**config.mk**
```make
export PLATFORM = sky130hd
export DESIGN_NAME = brre_top
export DESIGN_NICKNAME = d
export VERILOG_FILES = /design/src/pkg/brre_pkg.sv /design/src/design/brre_err_decode.sv /design/src/design/brre_top.sv
export SDC_FILE = /design/constraint.sdc
export NUM_CORES = 1
export LEC_CHECK = 0
export BUFFER_PORTS_ARGS = -buffer_cell sky130_fd_sc_hd__buf_2
export CAP_MARGIN = 20
export CORE_MARGIN = 10
export CORE_UTILIZATION = 55
export CTS_CLUSTER_DIAMETER = 40
export DETAILED_ROUTE_END_ITERATION = 6
export GPL_TIMING_DRIVEN = 0
export HOLD_SLACK_MARGIN = 0.06
export PLACE_DENSITY = 0.77
export SETUP_SLACK_MARGIN = 0.5
export SYNTH_ARGS = -nofsm -noshare
export SYNTH_HDL_FRONTEND = slang
export SYNTH_SLANG_ARGS = --single-unit
```
**constraint.sdc**
```tcl
create_clock -name pclk -period 3.2 [get_ports pclk]
set_input_delay 0.8 -clock pclk [delete_from_list [all_inputs] [get_ports pclk]]
set_output_delay 0.8 -clock pclk [all_outputs]
set_load 0.01 [all_outputs]
```
**src/pkg/brre_pkg.sv**
```systemverilog
// brre_pkg: constants and types for the bus record replay engine.
// assumes: 32-bit apb register bus, one clock (pclk, 25 mhz).
package brre_pkg;

	// ----------------------------------------------------------------
	// register map (byte addresses)
	// ----------------------------------------------------------------
	localparam logic [7:0] BRRE_REG_CTRL    = 8'h00; // enables and options
	localparam logic [7:0] BRRE_REG_COUNT   = 8'h04; // entry count / remaining
	localparam logic [7:0] BRRE_REG_HALFCNT = 8'h08; // half-buffer events
	localparam logic [7:0] BRRE_REG_SWXMASK = 8'h0C; // status exception mask
	localparam logic [7:0] BRRE_REG_STATUS  = 8'h10; // running, rejects
	localparam logic [7:0] BRRE_REG_WORD    = 8'h14; // current fetched word
	localparam logic [7:0] BRRE_REG_ERRDEC  = 8'h18; // decoded error entry
	localparam logic [7:0] BRRE_REG_TIMEOUT = 8'h1C; // response timeout count

	// ----------------------------------------------------------------
	// control field positions
	// ----------------------------------------------------------------
	localparam int BRRE_CTRL_START  = 0;  // replay enable request
	localparam int BRRE_CTRL_HALFIE = 1;  // half-buffer interrupt enable
	localparam int BRRE_CTRL_TT_LO  = 2;  // time-tag mode, 2 bits
	localparam int BRRE_CTRL_RTDIS  = 4;  // suppress selected rt
	localparam int BRRE_CTRL_RTA_LO = 5;  // rt address, 5 bits

	// ----------------------------------------------------------------
	// monitor word layout
	// ----------------------------------------------------------------
	localparam logic [3:0] BRRE_TYPE_NOTUPD = 4'h0; // entry never updated
	localparam logic [3:0] BRRE_TYPE_ERROR  = 4'h1; // error-word entry
	localparam logic [3:0] BRRE_TYPE_TTLO   = 4'h2; // time tag low
	localparam logic [3:0] BRRE_TYPE_TTHI   = 4'h3; // time tag high
	localparam int BRRE_ERR_START = 26;  // start-trigger flag
	localparam int BRRE_ERR_TX    = 17;  // transmit command
	localparam int BRRE_ERR_RX    = 16;  // receive command
	localparam int BRRE_ERR_ANY   = 15;  // any-error summary

	// ----------------------------------------------------------------
	// sizes, resets, timing
	// ----------------------------------------------------------------
	localparam int          BRRE_BUF_BYTES   = 32'h20000;         // replay buffer bytes
	localparam int          BRRE_BUF_WORDS   = BRRE_BUF_BYTES / 4; // 32-bit words
	localparam logic [15:0] BRRE_SWX_RESET   = 16'h07FF;          // status bits 10..0 checked
	localparam int          BRRE_CLK_MHZ     = 25;
	localparam int          BRRE_TIMEOUT_US  = 14;                // no-response timeout
	localparam int          BRRE_TIMEOUT_CYC = BRRE_TIMEOUT_US * BRRE_CLK_MHZ;

	// time-tag replay options
	typedef enum logic [1:0] {
		BRRE_TT_FULL = 2'h0,
		BRRE_TT_LOW  = 2'h1,
		BRRE_TT_OFF  = 2'h2
	} brre_tt_t;

	// one memory read request and its address
	typedef struct packed {
		logic        req;
		logic [31:0] addr;
	} brre_mreq_t;

	// one word for the protocol engine
	typedef struct packed {
		logic        valid;
		logic [3:0]  kind;
		logic [26:0] entry;
	} brre_txw_t;

endpackage : brre_pkg

```
**src/design/brre_err_decode.sv**
```systemverilog
// brre_err_decode: splits an error-word entry into its fields.
// assumes: combinational use by brre_top on the same clock.
`timescale 1ns/100ps
`default_nettype none
module brre_err_decode
	import brre_pkg::*;
(
	input  wire logic [31:0] word,      // monitor word
	output logic             is_error,  // type says error entry
	output logic             start_trg, // start-trigger flag
	output logic             tx_cmd,    // transmit command
	output logic             rx_cmd,    // receive command
	output logic [15:0]      err_field  // error bits with summary rebuilt
);
	// ----------------------------------------------------------------
	// field split
	// ----------------------------------------------------------------
	// bits 14..0 pass as recorded; bit 15 is recomputed so it never lies
	always_comb begin
		is_error  = (word[31:28] == BRRE_TYPE_ERROR);
		start_trg = word[BRRE_ERR_START];
		// rt-rt attribution is kept as recorded: the flag of the active rt is set
		tx_cmd    = word[BRRE_ERR_TX];
		rx_cmd    = word[BRRE_ERR_RX];
		err_field = {|word[14:0], word[14:0]};
	end
endmodule : brre_err_decode
`default_nettype wire

```
**src/design/brre_top.sv**
```systemverilog
// brre_top: replays recorded monitor words from a ring buffer onto the bus.
// assumes: apb slave; a shared-memory read port; a protocol engine that
// transmits words and reports the outside terminal's response.
//
// Overview of operation
// - error entry bit 26 marks start trigger
// - bit 17 transmit, bit 16 receive, 25:18 reserved
// - low sixteen bits hold error flags
// - bit 15 is or of 14..0
// - bits 14..8 protocol level faults
// - bits 7..0 word level faults
// - rt-rt errors go to active rt
// - status exception mask resets to 07FF
// - fetch recorded words and transmit them
// - buffer split into two equal halves
// - interrupt after each half transmitted
// - wrap to buffer start at end
// - stop at count or not-updated entry
// - selected rt suppressed, external answers tolerated
// - refuse replay while bc enabled
// - runs alongside rt and monitor
// - no error reproduction or handling
// - response timeout prevents lock-up
// - time-tag option and interrupt enable
// - readable half-buffer event counter
// - type zero means entry not updated
// - type one means error entry
//
// Our own choices: the APB register port and the register offsets.
`timescale 1ns/100ps
`default_nettype none
module brre_top
	import brre_pkg::*;
#(
	parameter logic [31:0] BUF_BASE  = 32'h0000_0000, // buffer start in shared memory
	parameter int          BUF_WORDS = BRRE_BUF_WORDS // buffer depth in words
)(
	input  wire logic        pclk,        // apb clock
	input  wire logic        presetn,     // async reset, active low
	input  wire logic        psel,        // apb select
	input  wire logic        penable,     // apb enable
	input  wire logic        pwrite,      // apb direction
	input  wire logic [7:0]  paddr,       // apb byte address
	input  wire logic [31:0] pwdata,      // apb write data
	output logic [31:0]      prdata,      // apb read data
	output logic             pready,      // apb ready
	output logic             pslverr,     // apb error
	input  wire logic        bc_enabled,  // bus controller mode active
	output logic             mem_req,     // shared-memory read request
	output logic [31:0]      mem_addr,    // shared-memory byte address
	input  wire logic        mem_ack,     // memory answer valid
	input  wire logic [31:0] mem_rdata,   // memory answer data
	output logic             tx_valid,    // word for the protocol engine
	output logic [3:0]       tx_kind,     // monitor type of that word
	output logic [26:0]      tx_entry,    // entry field of that word
	input  wire logic        tx_done,     // engine sent the word
	input  wire logic        rsp_seen,    // outside rt answered
	output logic             half_irq,    // half-buffer transmitted pulse
	output logic             running      // replay active
);
	// ----------------------------------------------------------------
	// state and storage
	// ----------------------------------------------------------------
	typedef enum logic [4:0] {
		BRRE_S_IDLE  = 5'b00001,
		BRRE_S_FETCH = 5'b00010,
		BRRE_S_SEND  = 5'b00100,
		BRRE_S_WAIT  = 5'b01000,
		BRRE_S_NEXT  = 5'b10000
	} brre_state_t;

	localparam int AW = $clog2(BUF_WORDS); // word index width

	brre_state_t    state;       // sequencer state
	logic [31:0]    ctrl;        // control register
	logic [31:0]    entry_cnt;   // remaining entries
	logic [31:0]    half_cnt;    // half-buffer events
	logic [15:0]    swx_mask;    // status exception mask
	logic [15:0]    timeout_cyc; // response timeout in cycles
	logic [15:0]    wait_cnt;    // response wait counter
	logic [AW-1:0]  idx;         // word index in the ring
	logic [31:0]    cur_word;    // last fetched word
	logic           reject;      // start refused due to bc mode
	logic           timeouts;    // a response timed out
	logic           stop_nu;     // stopped on not-updated entry
	logic           rt_match;    // command targets the suppressed rt
	logic           is_err;      // decoded: error entry
	logic           d_start;     // decoded: start trigger
	logic           d_tx;        // decoded: transmit
	logic           d_rx;        // decoded: receive
	logic [15:0]    d_err;       // decoded: error field
	logic           wr;          // apb write access phase
	logic           rd;          // apb read access phase
	brre_tt_t       tt_mode;     // time-tag option
	logic           skip_word;   // word not put on the bus
	logic           last_word;   // index at end of ring
	logic           half_edge;   // index at end of a half
	logic           tx_sent;     // strobe already issued for this word

	assign wr        = psel & penable & pwrite & pready; // commits at the ready edge only
	assign rd        = psel & penable & ~pwrite & ~pready;
	assign tt_mode   = brre_tt_t'(ctrl[BRRE_CTRL_TT_LO +: 2]);
	assign last_word = (idx == AW'(BUF_WORDS - 1));
	assign half_edge = last_word | (idx == AW'(BUF_WORDS / 2 - 1));

	// ----------------------------------------------------------------
	// decode of the fetched word
	// ----------------------------------------------------------------
	brre_err_decode u_dec (
		.word      (cur_word),
		.is_error  (is_err),
		.start_trg (d_start),
		.tx_cmd    (d_tx),
		.rx_cmd    (d_rx),
		.err_field (d_err)
	);

	// command words of the suppressed rt still go out; their answer is awaited from the external rt
	assign rt_match = ctrl[BRRE_CTRL_RTDIS] & cur_word[31] & ~cur_word[29] & ~cur_word[28]
		& (cur_word[15:11] == ctrl[BRRE_CTRL_RTA_LO +: 5]);

	// error entries are never replayed; time tags obey the option
	always_comb begin
		skip_word = 1'b0;
		unique case (cur_word[31:28])
			BRRE_TYPE_ERROR: skip_word = 1'b1;
			BRRE_TYPE_TTLO:  skip_word = (tt_mode == BRRE_TT_OFF);
			BRRE_TYPE_TTHI:  skip_word = (tt_mode != BRRE_TT_FULL);
			// commands still go out; the suppressed rt's own status is left to the external rt
			default:         skip_word = ctrl[BRRE_CTRL_RTDIS] & (cur_word[31:28] == 4'hB || cur_word[31:28] == 4'hF) & (cur_word[15:11] == ctrl[BRRE_CTRL_RTA_LO +: 5]);
		endcase
	end

	// ----------------------------------------------------------------
	// apb slave: one wait state, pready is a registered pulse
	// ----------------------------------------------------------------
	always_ff @(posedge pclk or negedge presetn) begin
		if (!presetn) begin
			pready  <= 1'b0;
			pslverr <= 1'b0;
			prdata  <= 32'h0000_0000;
		end else begin
			pready  <= psel & penable & ~pready;
			pslverr <= 1'b0;
			if (rd) begin
				unique case (paddr)
					BRRE_REG_CTRL:    prdata <= ctrl;
					BRRE_REG_COUNT:   prdata <= entry_cnt;
					BRRE_REG_HALFCNT: prdata <= half_cnt;
					BRRE_REG_SWXMASK: prdata <= {16'h0000, swx_mask};
					BRRE_REG_STATUS:  prdata <= {28'h0000000, stop_nu, timeouts, reject, running};
					BRRE_REG_WORD:    prdata <= cur_word;
					BRRE_REG_ERRDEC:  prdata <= {5'h00, d_start, 8'h00, d_tx, d_rx, d_err};
					BRRE_REG_TIMEOUT: prdata <= {16'h0000, timeout_cyc};
					default: begin
						prdata  <= 32'h0000_0000;
						pslverr <= 1'b1; // unmapped address
					end
				endcase
			end else if (psel & penable & pwrite & ~pready) begin
				prdata <= 32'h0000_0000;
				pslverr <= ~(paddr inside {BRRE_REG_CTRL, BRRE_REG_COUNT, BRRE_REG_SWXMASK, BRRE_REG_TIMEOUT});
			end
		end
	end

	// ----------------------------------------------------------------
	// software-written configuration
	// ----------------------------------------------------------------
	// start bit is refused while bc mode is on; replay is the bus master
	always_ff @(posedge pclk or negedge presetn) begin
		if (!presetn) begin
			ctrl        <= 32'h0000_0000;
			swx_mask    <= BRRE_SWX_RESET;
			timeout_cyc <= 16'(BRRE_TIMEOUT_CYC);
			reject      <= 1'b0;
		end else begin
			if (wr && paddr == BRRE_REG_CTRL) begin
				ctrl   <= {pwdata[31:1], pwdata[BRRE_CTRL_START] & ~bc_enabled};
				reject <= pwdata[BRRE_CTRL_START] & bc_enabled;
			end else if (state == BRRE_S_IDLE && running) begin
				ctrl[BRRE_CTRL_START] <= 1'b0; // replay ended, clear request
			end
			if (wr && paddr == BRRE_REG_SWXMASK)
				swx_mask <= pwdata[15:0];
			if (wr && paddr == BRRE_REG_TIMEOUT && pwdata[15:0] != 16'h0000)
				timeout_cyc <= pwdata[15:0];
		end
	end

	// ----------------------------------------------------------------
	// replay sequencer
	// ----------------------------------------------------------------
	// rt and monitor modes are independent and may run alongside
	always_ff @(posedge pclk or negedge presetn) begin
		if (!presetn) begin
			state    <= BRRE_S_IDLE;
			running  <= 1'b0;
			idx      <= '0;
			cur_word <= 32'h0000_0000;
			wait_cnt <= 16'h0000;
			stop_nu  <= 1'b0;
			timeouts <= 1'b0;
		end else begin
			unique case (state)
				BRRE_S_IDLE: begin
					running <= 1'b0;
					if (ctrl[BRRE_CTRL_START] && !running && entry_cnt != 32'h0000_0000) begin
						state    <= BRRE_S_FETCH;
						running  <= 1'b1;
						idx      <= '0;
						stop_nu  <= 1'b0;
						timeouts <= 1'b0;
					end
				end
				BRRE_S_FETCH: begin
					if (mem_ack) begin
						cur_word <= mem_rdata;
						if (mem_rdata[31:28] == BRRE_TYPE_NOTUPD) begin
							state   <= BRRE_S_IDLE;
							stop_nu <= 1'b1;
						end else begin
							state <= BRRE_S_SEND;
						end
					end
				end
				BRRE_S_SEND: begin
					wait_cnt <= 16'h0000;
					if (skip_word)
						state <= BRRE_S_NEXT;
					else if (tx_done)
						state <= (cur_word[31:28] == 4'hB || cur_word[31:28] == 4'hF) ? BRRE_S_NEXT : BRRE_S_WAIT;
				end
				BRRE_S_WAIT: begin
					// external rt timing differs from the recording; wait for it
					wait_cnt <= wait_cnt + 16'h0001;
					if (rsp_seen || !rt_match) begin
						state <= BRRE_S_NEXT;
					end else if (wait_cnt >= timeout_cyc) begin
						state    <= BRRE_S_NEXT;
						timeouts <= 1'b1;
					end
				end
				BRRE_S_NEXT: begin
					idx   <= last_word ? '0 : idx + AW'(1);
					state <= (entry_cnt == 32'h0000_0001) ? BRRE_S_IDLE : BRRE_S_FETCH;
				end
				default: state <= BRRE_S_IDLE;
			endcase
		end
	end

	// ----------------------------------------------------------------
	// entry and half-buffer counters
	// ----------------------------------------------------------------
	always_ff @(posedge pclk or negedge presetn) begin
		if (!presetn) begin
			entry_cnt <= 32'h0000_0000;
			half_cnt  <= 32'h0000_0000;
			half_irq  <= 1'b0;
		end else begin
			half_irq <= 1'b0;
			if (wr && paddr == BRRE_REG_COUNT && !running)
				entry_cnt <= pwdata; // only loaded while stopped
			else if (state == BRRE_S_NEXT)
				entry_cnt <= entry_cnt - 32'h0000_0001;
			if (state == BRRE_S_NEXT && half_edge) begin
				half_cnt <= half_cnt + 32'h0000_0001;
				half_irq <= ctrl[BRRE_CTRL_HALFIE];
			end
		end
	end

	// ----------------------------------------------------------------
	// memory and protocol engine outputs
	// ----------------------------------------------------------------
	// host refills the other half reads here never touch it early
	always_ff @(posedge pclk or negedge presetn) begin
		if (!presetn) begin
			mem_req  <= 1'b0;
			mem_addr <= 32'h0000_0000;
			tx_valid <= 1'b0;
			tx_kind  <= 4'h0;
			tx_entry <= 27'h0000000;
			tx_sent  <= 1'b0;
		end else begin
			tx_sent  <= (state == BRRE_S_SEND) & (tx_sent | tx_valid); // one strobe per word
			mem_req  <= (state == BRRE_S_FETCH) & ~mem_ack;
			mem_addr <= BUF_BASE + {{(30-AW){1'b0}}, idx, 2'b00};
			tx_valid <= (state == BRRE_S_SEND) & ~skip_word & ~tx_done & ~tx_valid & ~tx_sent;
			tx_kind  <= cur_word[31:28];
			tx_entry <= cur_word[26:0];
		end
	end

endmodule : brre_top
`default_nettype wire

```
==> results of run 1 <==
## final cells by class
| class | count | area (um2) | area share (%) |
|---|---|---|---|
| clock inverter | 20 | 389 | 2.34 |
| inverter | 42 | 158 | 0.950 |
| sequential | 284 | 7130 | 43.0 |
| buffer | 72 | 370 | 2.23 |
| timing repair buffer | 173 | 941 | 5.67 |
| antenna | 7 | 17.5 | 0.106 |
| clock buffer | 52 | 1160 | 6.98 |
| multi-input combinational | 834 | 6030 | 36.3 |
| tap | 324 | 405 | 2.44 |
## stage by stage
stage / util [%] / instances / setup TNS (ns) / cell area, um2 / worst slack, ns
after CTS: 68.1 / 1795 / 0 / 16500 / 0.477
after detailed placement: 61.4 / 1723 / -16.51 / 14900 / -0.467
after global routing: 68.4 / 1806 / 0 / 16600 / 0.478
after floorplan: - / 1232 / 0 / 13600 / 0.608
final: 68.4 / 1808 / 0 / 16600 / 0.519
after global placement: 61.0 / 1719 / -1062.00 / 14800 / -3.81
## cells in the final DEF (no fill, tap or decap), types with 23 or more instances in the layout
| cell | netlist | layout |
|---|---|---|
| nand3_1 | 50 | 49 |
| nand2_1 | 81 | 81 |
| buf_4 | 17 | 25 |
| clkbuf_16 | 0 | 42 |
| dfrtp_1 | 266 | 266 |
| inv_1 | 42 | 42 |
| nand4_1 | 23 | 23 |
| clkbuf_1 | 46 | 34 |
| xnor2_1 | 56 | 56 |
| o21ai_0 | 60 | 59 |
| mux2_2 | 103 | 103 |
| buf_2 | 2 | 164 |
| and3_1 | 28 | 28 |
| a21oi_1 | 51 | 51 |
| nor2_1 | 59 | 58 |
## cell families (layout without fill, tap and decap cells)
family / Yosys count / count (layout) / synth area share, %
AND/OR/NAND/NOR: 373 / 373 / 15.0
other: 1 / 24 / 0.0277
buffers and inverters: 114 / 359 / 3.71
flip-flops: 284 / 284 / 52.7
XOR/XNOR: 60 / 60 / 3.89
AO/OA/AOI/OAI: 243 / 243 / 12.4
multiplexers: 119 / 119 / 10.1
adder cells (fa/ha/maj): 22 / 22 / 2.04
## state kept, by name (all words and copies together), names as in the netlist, 4 cells and up
signal       flops
entry_cnt       32
timeout_cyc     16
idx             15
tx_entry        27
half_cnt        32
mem_addr        15
ctrl            32
state            5
wait_cnt        16
swx_mask        16
prdata          32
cur_word        32
tx_kind          4
## worst register-to-register path, cell delays in order, from the launching register on
cell and delay [ns]:
dfrtp_1 0.45, or4_4 0.59, or3_4 0.44, or4b_1 0.60, o211a_1 0.26, o32ai_2 0.19
## where the power goes
part,total (mW),leakage (nW),internal [mW],switching (mW)
clock,5.03,0.752,3.37,1.66
sequential,4.38,3.66,4.02,0.365
combinational,1.21,3.25,0.535,0.678
total,10.6,7.66,7.92,2.70
## layer usage
metal | track usage, % | vias to the layer above
li1 | - | 4943
met5 | 0 | -
met3 | 5.78 | 123
met2 | 42.3 | 549
met4 | 12.1 | 2
met1 | 33.0 | 5564
## what timing repair did
item	4_1_cts	5_1_grt
resized for setup	20	20
pin swaps	0	5
gates cloned	0	0
setup buffers	0	6
setup endpoints to repair	106	93
hold buffers	0	0
## path summary, 6_finish.rpt
path                              startpoint      endpoint  slack (ns)  cells after the start
max in group asynchronous            presetn   half_cnt[1]        2.00                      2
worst min register to register  cur_word[21]  tx_entry[21]        0.40                      0
min in group pclk               cur_word[21]  tx_entry[21]        0.40                      0
worst max-delay path                paddr[2]    prdata[12]        0.52                      7
worst min-delay path                 presetn  mem_addr[11]        0.21                      1
worst max register to register  entry_cnt[6]      state[0]        0.57                      5
==> impl_results.md, run 1 <==
* Syn Area/Cell at 11.1 um2
* Final Max Tran Viols at 0
* Worst-case clock buffer depth at 3
* Met1 Wirelength at 15900 um
* Largest delay share family, worst path: buffers and inverters
* CP arrival at 3.05 ns
* Setup crit start kind: primary input
* Largest net degree at the start of global routing at 118
* Number of DRC markers in iteration 0 at 1415
* Clk_lat worst skew at 0.54 ns
* Crit path buf inv count at 2
* Worst Hold Slack at 0.210 ns
* Overall Global Routing Usage at 26.2%
* Die height at 177 um
* Via density at 6.18
* Fmax at 0.373 GHz
* Hold Crit Class: primary input to async pin
* Die Wd at 177 um
* Tcrit/Tclk final at 83.8%
* Routed wire length at 41500 um
* Post-synth top area share at 49.3%
* Met2 Wirelength at 20100 um
* Final setup fails at 0
* Initial core utilization at 55.7%
* Total core area at 24200 um2
* Post-route ant nets at 0
* Routed met3 length at 3860 um
* Hold Vio Cnt, Final at 0
* Pre-antenna DRT Iters at 6
* Most used DFF post-synth: dfrtp_1
* TritonCTS buffer count at 40
* Lkg Pwr at 7.66 nW
* Number of I/O pins at 182
* Top routing layer used: met5
* Nets at 1550
* CP required at 3.57 ns
* #FFs+latches synth at 284
* IO Port Bufs at 163
* Clock-pin slew on the worst setup and hold paths at 0.05 ns
* Post-synth EDFFs at 0
* Crit-path max FO at 10
* Distinct cells, synth at 71
* Synthesis Warnings at 0
* DP HPWL at 29700 um
* Via count at 11200
* Fillers at 1846
* Max incr delay on CP at 0.79 ns
* Area contributors post-synth: dfrtp_1, mux2_2, xnor2_1, dfstp_2, nand2_1
* CP max-delay cell: buf_1
* Worst Max-Slew Pin Slew at 1.01 ns
* Synth Cell Area at 13500 um2
* Row Count at 57
* Total power at 10.6 mW
* Crit-path cells: clkbuf_1 > buf_1 > mux2_2 > a22oi_1 > o2bb2ai_1 > a221oi_1 > o21ai_0
* Root buffer cell: clkbuf_16
* Post-synthesis sequential area ratio at 52.7%
* Layout area overhead at 22.8%
* Vias in the first global route at 11300
* Power per cell area at 640 nW/um2
* Outcome: finished clean
* Gpl congestion at 0.948
* Worst setup EP type: flip-flop
* Crit Path Class: primary input to flip-flop
* Final min period at 2.68 ns
* Initial antenna violation count at 8
* Worst VDD drop at 390 uV
* Max_cap viols at 0
* Routed len/inst at 23.0 um
* CTS Sinks at 284
* Total gr overflow at 0
* Ys async rst share at 100%
* First-pass GRT wire length at 63900 um
* RSZ-0062 raised after global routing: false
* Layout cells sized above 1 at 29.5%
* Largest area contributor in the netlist: dfrtp_1
* Layout Skew at 0.0312 ns
* Synth cell count leaders: dfrtp_1, mux2_2, nand2_1, o21ai_0, nor2_1
* Most numerous cell in the Yosys netlist: dfrtp_1
* H-Tree Depth at 2
* Slew margin rel. at 32.9%
* CTS tree: built
* Die area at 31200 um2
* DRC at 0
* Syn Inst Count at 1216
(Power assumes the default switching activity.)
==> run 2, diff against run 1 <==
ABC_AREA = 1   (was default)
CORE_UTILIZATION = 53   (was 55)
clock period = 2.2 ns   (was 3.2 ns; I/O delays follow)
==> impl_results.md, run 2 <==
* Outcome: finished clean
* Main combinational cell family by area after synthesis: simple AND/OR/NAND/NOR gates
* Post-synth EDFFs at 0 (unchanged)
* Worst VDD drop at 593 uV (+52%)
* IO Port Bufs at 164 (+0.61%)
* Initial core utilization at 54.2% (-1.5 points)
* Routed len/inst at 20.9 um (-8.9%)
* Final setup fails at 0 (unchanged)
* Area of the multi-input gates at 6950 um2 (+15%)
* CP arrival at 2.26 ns (-0.79 ns)
* First-pass GRT wire length at 72300 um (+13%)
* Final min period at 1.85 ns
* Via count at 14400 (+29%)
* CTS Sinks at 284 (unchanged)
* Most frequent cells in the layout: nand2_1, dfrtp_1, inv_1
* CTS tree: built
* Commonest non-fill, non-tap cell in the layout: nand2_1
* Clk_lat worst skew at 0.53 ns (about the same)
* Clock-pin slew on the worst setup and hold paths at 0.06 ns (about the same)
* Worst-case clock buffer depth at 3 (unchanged)
* Post-synthesis sequential area ratio at 50.1% (-2.7 points)
* #FFs+latches synth at 284 (unchanged)
* DRC at 0 (unchanged)
* Non-Filler Instances at 2465 (+36%)
* Fillers at 1836 (-0.54%)
* XOR/XNOR share of the synthesized area at 3.20% (-0.69 points)
* Die height at 184 um (+4.1%)
* Layout area overhead at 34.9%
* Root buffer cell: clkbuf_16
* Die area at 33800 um2 (+8.3%)
* Net Switching at 4.65 mW (+72%)
* P_int at 11.2 mW (+41%)
* Mux cell area share after synthesis at 1.34% (-8.8 points)
* Crit-path max FO at 5 (-5)
* Layout Skew at 0.0126 ns (-0.0187 ns)
* Synth Cell Area at 14200 um2 (+5.4%)
* Hold bufs inserted after CTS at 0 (unchanged)
* Overall Global Routing Usage at 27.0% (+0.85 points)
* Post-Synth Simple-Gate Area at 24.7% (+9.7 points)
* Syn Area/Cell at 8.07 um2 (-27%)
* Vias in the first global route at 13400 (+18%)
* Flop pwr share at 40.4% (-0.8 points)
* GRT met3 Usage at 6.07% (+0.29 points)
* Fmax at 0.540 GHz
* Crit Path Class: flip-flop to flip-flop
* Dpl cells at 2281 (+32%)
* H-Tree Depth at 2 (unchanged)
* Number of DRC markers in iteration 0 at 1768 (+25%)
* Lkg Pwr at 9.60 nW (+25%)
* Post-route ant nets at 0 (unchanged)
* Comb power frac at 17.3% (+5.9 points)
* ANT cells at 0 (-7)
* Most numerous cell in the Yosys netlist: nand2_1
* Area contributors post-synth: dfrtp_1, nand2_1, o21ai_0, inv_1, nor2_1
* Row Count at 59 (+3.5%)
* Max_cap viols at 0 (unchanged)
* Setup crit start kind: flip-flop
* Clock power frac at 42.3% (-5.1 points)
* Switch share at 29.4% (+4.0 points)
* Total core area at 26300 um2 (+8.4%)
* Largest net degree at the start of global routing at 109 (-7.6%)
* Power per cell area at 822 nW/um2 (+28%)
* Layout cells sized above 1 at 32.0% (+2.5 points)
* Adder-cell share of the synthesized area at 1.93% (-0.10 points)
* Distinct cells, synth at 50 (-30%)
* Finished Cell Area at 19200 um2 (+16%)
* Pre-antenna DRT Iters at 5 (-1)
* Tcrit/Tclk final at 84.1%
* Register Area at 7160 um2 (+0.40%)
* Post-synth top area share at 46.7% (-2.5 points)
* Gpl congestion at 0.980 (+3.3%)
* DP HPWL at 34100 um (+15%)
* Syn Inst Count at 1764 (+45%)
* Most used DFF post-synth: dfrtp_1
* Gr busiest metal: met2
* Number of I/O pins at 182 (unchanged)
* Largest area contributor in the netlist: dfrtp_1
* Nets at 2205 (+42%)
* Placed Area at 15700 um2 (+5.6%)
* Via density at 5.84 (-5.6%)
* RSZ-0062 raised after global routing: true
* CP required at 2.61 ns (-0.96 ns)
* Total gr overflow at 0 (unchanged)
* Routed wire length at 51600 um (+24%)
* Die Wd at 184 um (+4.1%)
* TritonCTS buffer count at 39 (-2.5%)
* Slew margin rel. at 47.2% (+14 points)
* Hold Crit Class: primary input to async pin
* Synthesis Warnings at 0 (unchanged)
* Met1 usage at 34.2% (+1.2 points)
* Ys async rst share at 100% (unchanged)
* Synth cell count leaders: nand2_1, dfrtp_1, inv_1, nor2_1, o21ai_0
* Final Max Tran Viols at 0 (unchanged)
* Worst Max-Slew Pin Slew at 0.792 ns (-0.215 ns)
* Post-synthesis compound-gate area fraction at 10.5% (-2.0 points)
* Hold Vio Cnt, Final at 0 (unchanged)
* Met2 Use GR at 44.7% (+2.3 points)
* Initial antenna violation count at 0 (-8)
* Worst setup EP type: flip-flop
-- run 2: cell types whose count changed after synthesis, moves of 44 or more --
cell | before | now
nand3_1 | 50 | 103
nor2_1 | 59 | 169
xor2_1 | 4 | 48
nand2_1 | 81 | 463
xnor2_1 | 56 | 4
mux2_2 | 103 | 16
o21ai_0 | 60 | 158
inv_1 | 42 | 205
-- run 2: cell type report --
class                   instances  area share (%)
well taps                     335            2.18
multi-input cells            1212            36.1
plain buffers                  70            2.81
inverters                     214            4.48
clock inverters                24            1.76
repair buffers                281            9.96
clock buffers                  45            5.41
flip-flops and latches        284            37.3
-- run 2: routing by layer --
layer  vias up  wire, um
met5         -         0
met4         0      2360
met3       205      5500
met2      1017     24500
met1      6801     19200
li1       6374         -
-- run 2: logic make-up (layout without fill, tap and decap cells) --
kind of cell,count (synthesis),after routing
fa+ha+maj,22,22
xor+xnor,52,52
mux,17,17
buf+inv,284,634
compound gates,273,273
flops,284,284
other cells,1,17
simple gates,831,831
-- run 2: what timing repair did --
action,4_1_cts,5_1_grt
cloned,2,5
buffers inserted,46,62
resized for setup,154,251
endpoints found under the setup margin,209,169
pin swaps,33,71
-- run 2: worst max-delay path, cell delays in order, from the launching register on --
cell     delay [ns]
dfrtp_1        0.40
ha_4           0.17
nand3_4        0.10
nor2_4         0.13
and2_4         0.18
nand3_4        0.11
buf_6          0.16
nor2_4         0.18
nand4_1        0.13
xor2_1         0.16
-- run 2: path summary, 6_finish.rpt --
path / from / cells past startpoint / slack [ns] / to
min in group pclk: mem_rdata[24] / 2 / 0.25 / cur_word[24]
max in group asynchronous: presetn / 2 / 1.17 / entry_cnt[17]
setup / recovery: idx[1] / 9 / 0.35 / half_cnt[20]
hold / removal: presetn / 1 / 0.004 / half_cnt[29]
hold reg to reg: cur_word[20] / 0 / 0.37 / tx_entry[20]
setup reg to reg: idx[1] / 9 / 0.35 / half_cnt[20]
-- run 2: power groups by stage --
stage          combinational, mW  sequential, mW  clock (mW)
5_1_grt                     2.93            6.44        6.93
2_1_floorplan               1.03            6.43           0
3_3_place_gp                2.00            6.40           0
3_5_place_dp                2.07            6.42           0
4_1_cts                     2.27            6.35        6.71
6_report                    2.73            6.38        6.68
-- run 2: per-stage QoR --
| step | utilization (%) | total power [mW] | hold slack [ns] | setup TNS (ns) | setup WS, ns |
|---|---|---|---|---|---|
| after floorplan | - | 7.46 | 0.254 | 0 | 0.399 |
| after global placement | 59.6 | 8.40 | 0.359 | -1268.11 | -4.55 |
| after detailed placement | 59.8 | 8.49 | 0.361 | -16.84 | -0.527 |
| after CTS | 67.9 | 15.3 | 0.0716 | 0 | 0.398 |
| after global routing | 73.1 | 16.3 | 0.0750 | 0 | 0.279 |
| final | 73.1 | 15.8 | 0.00385 | 0 | 0.350 |
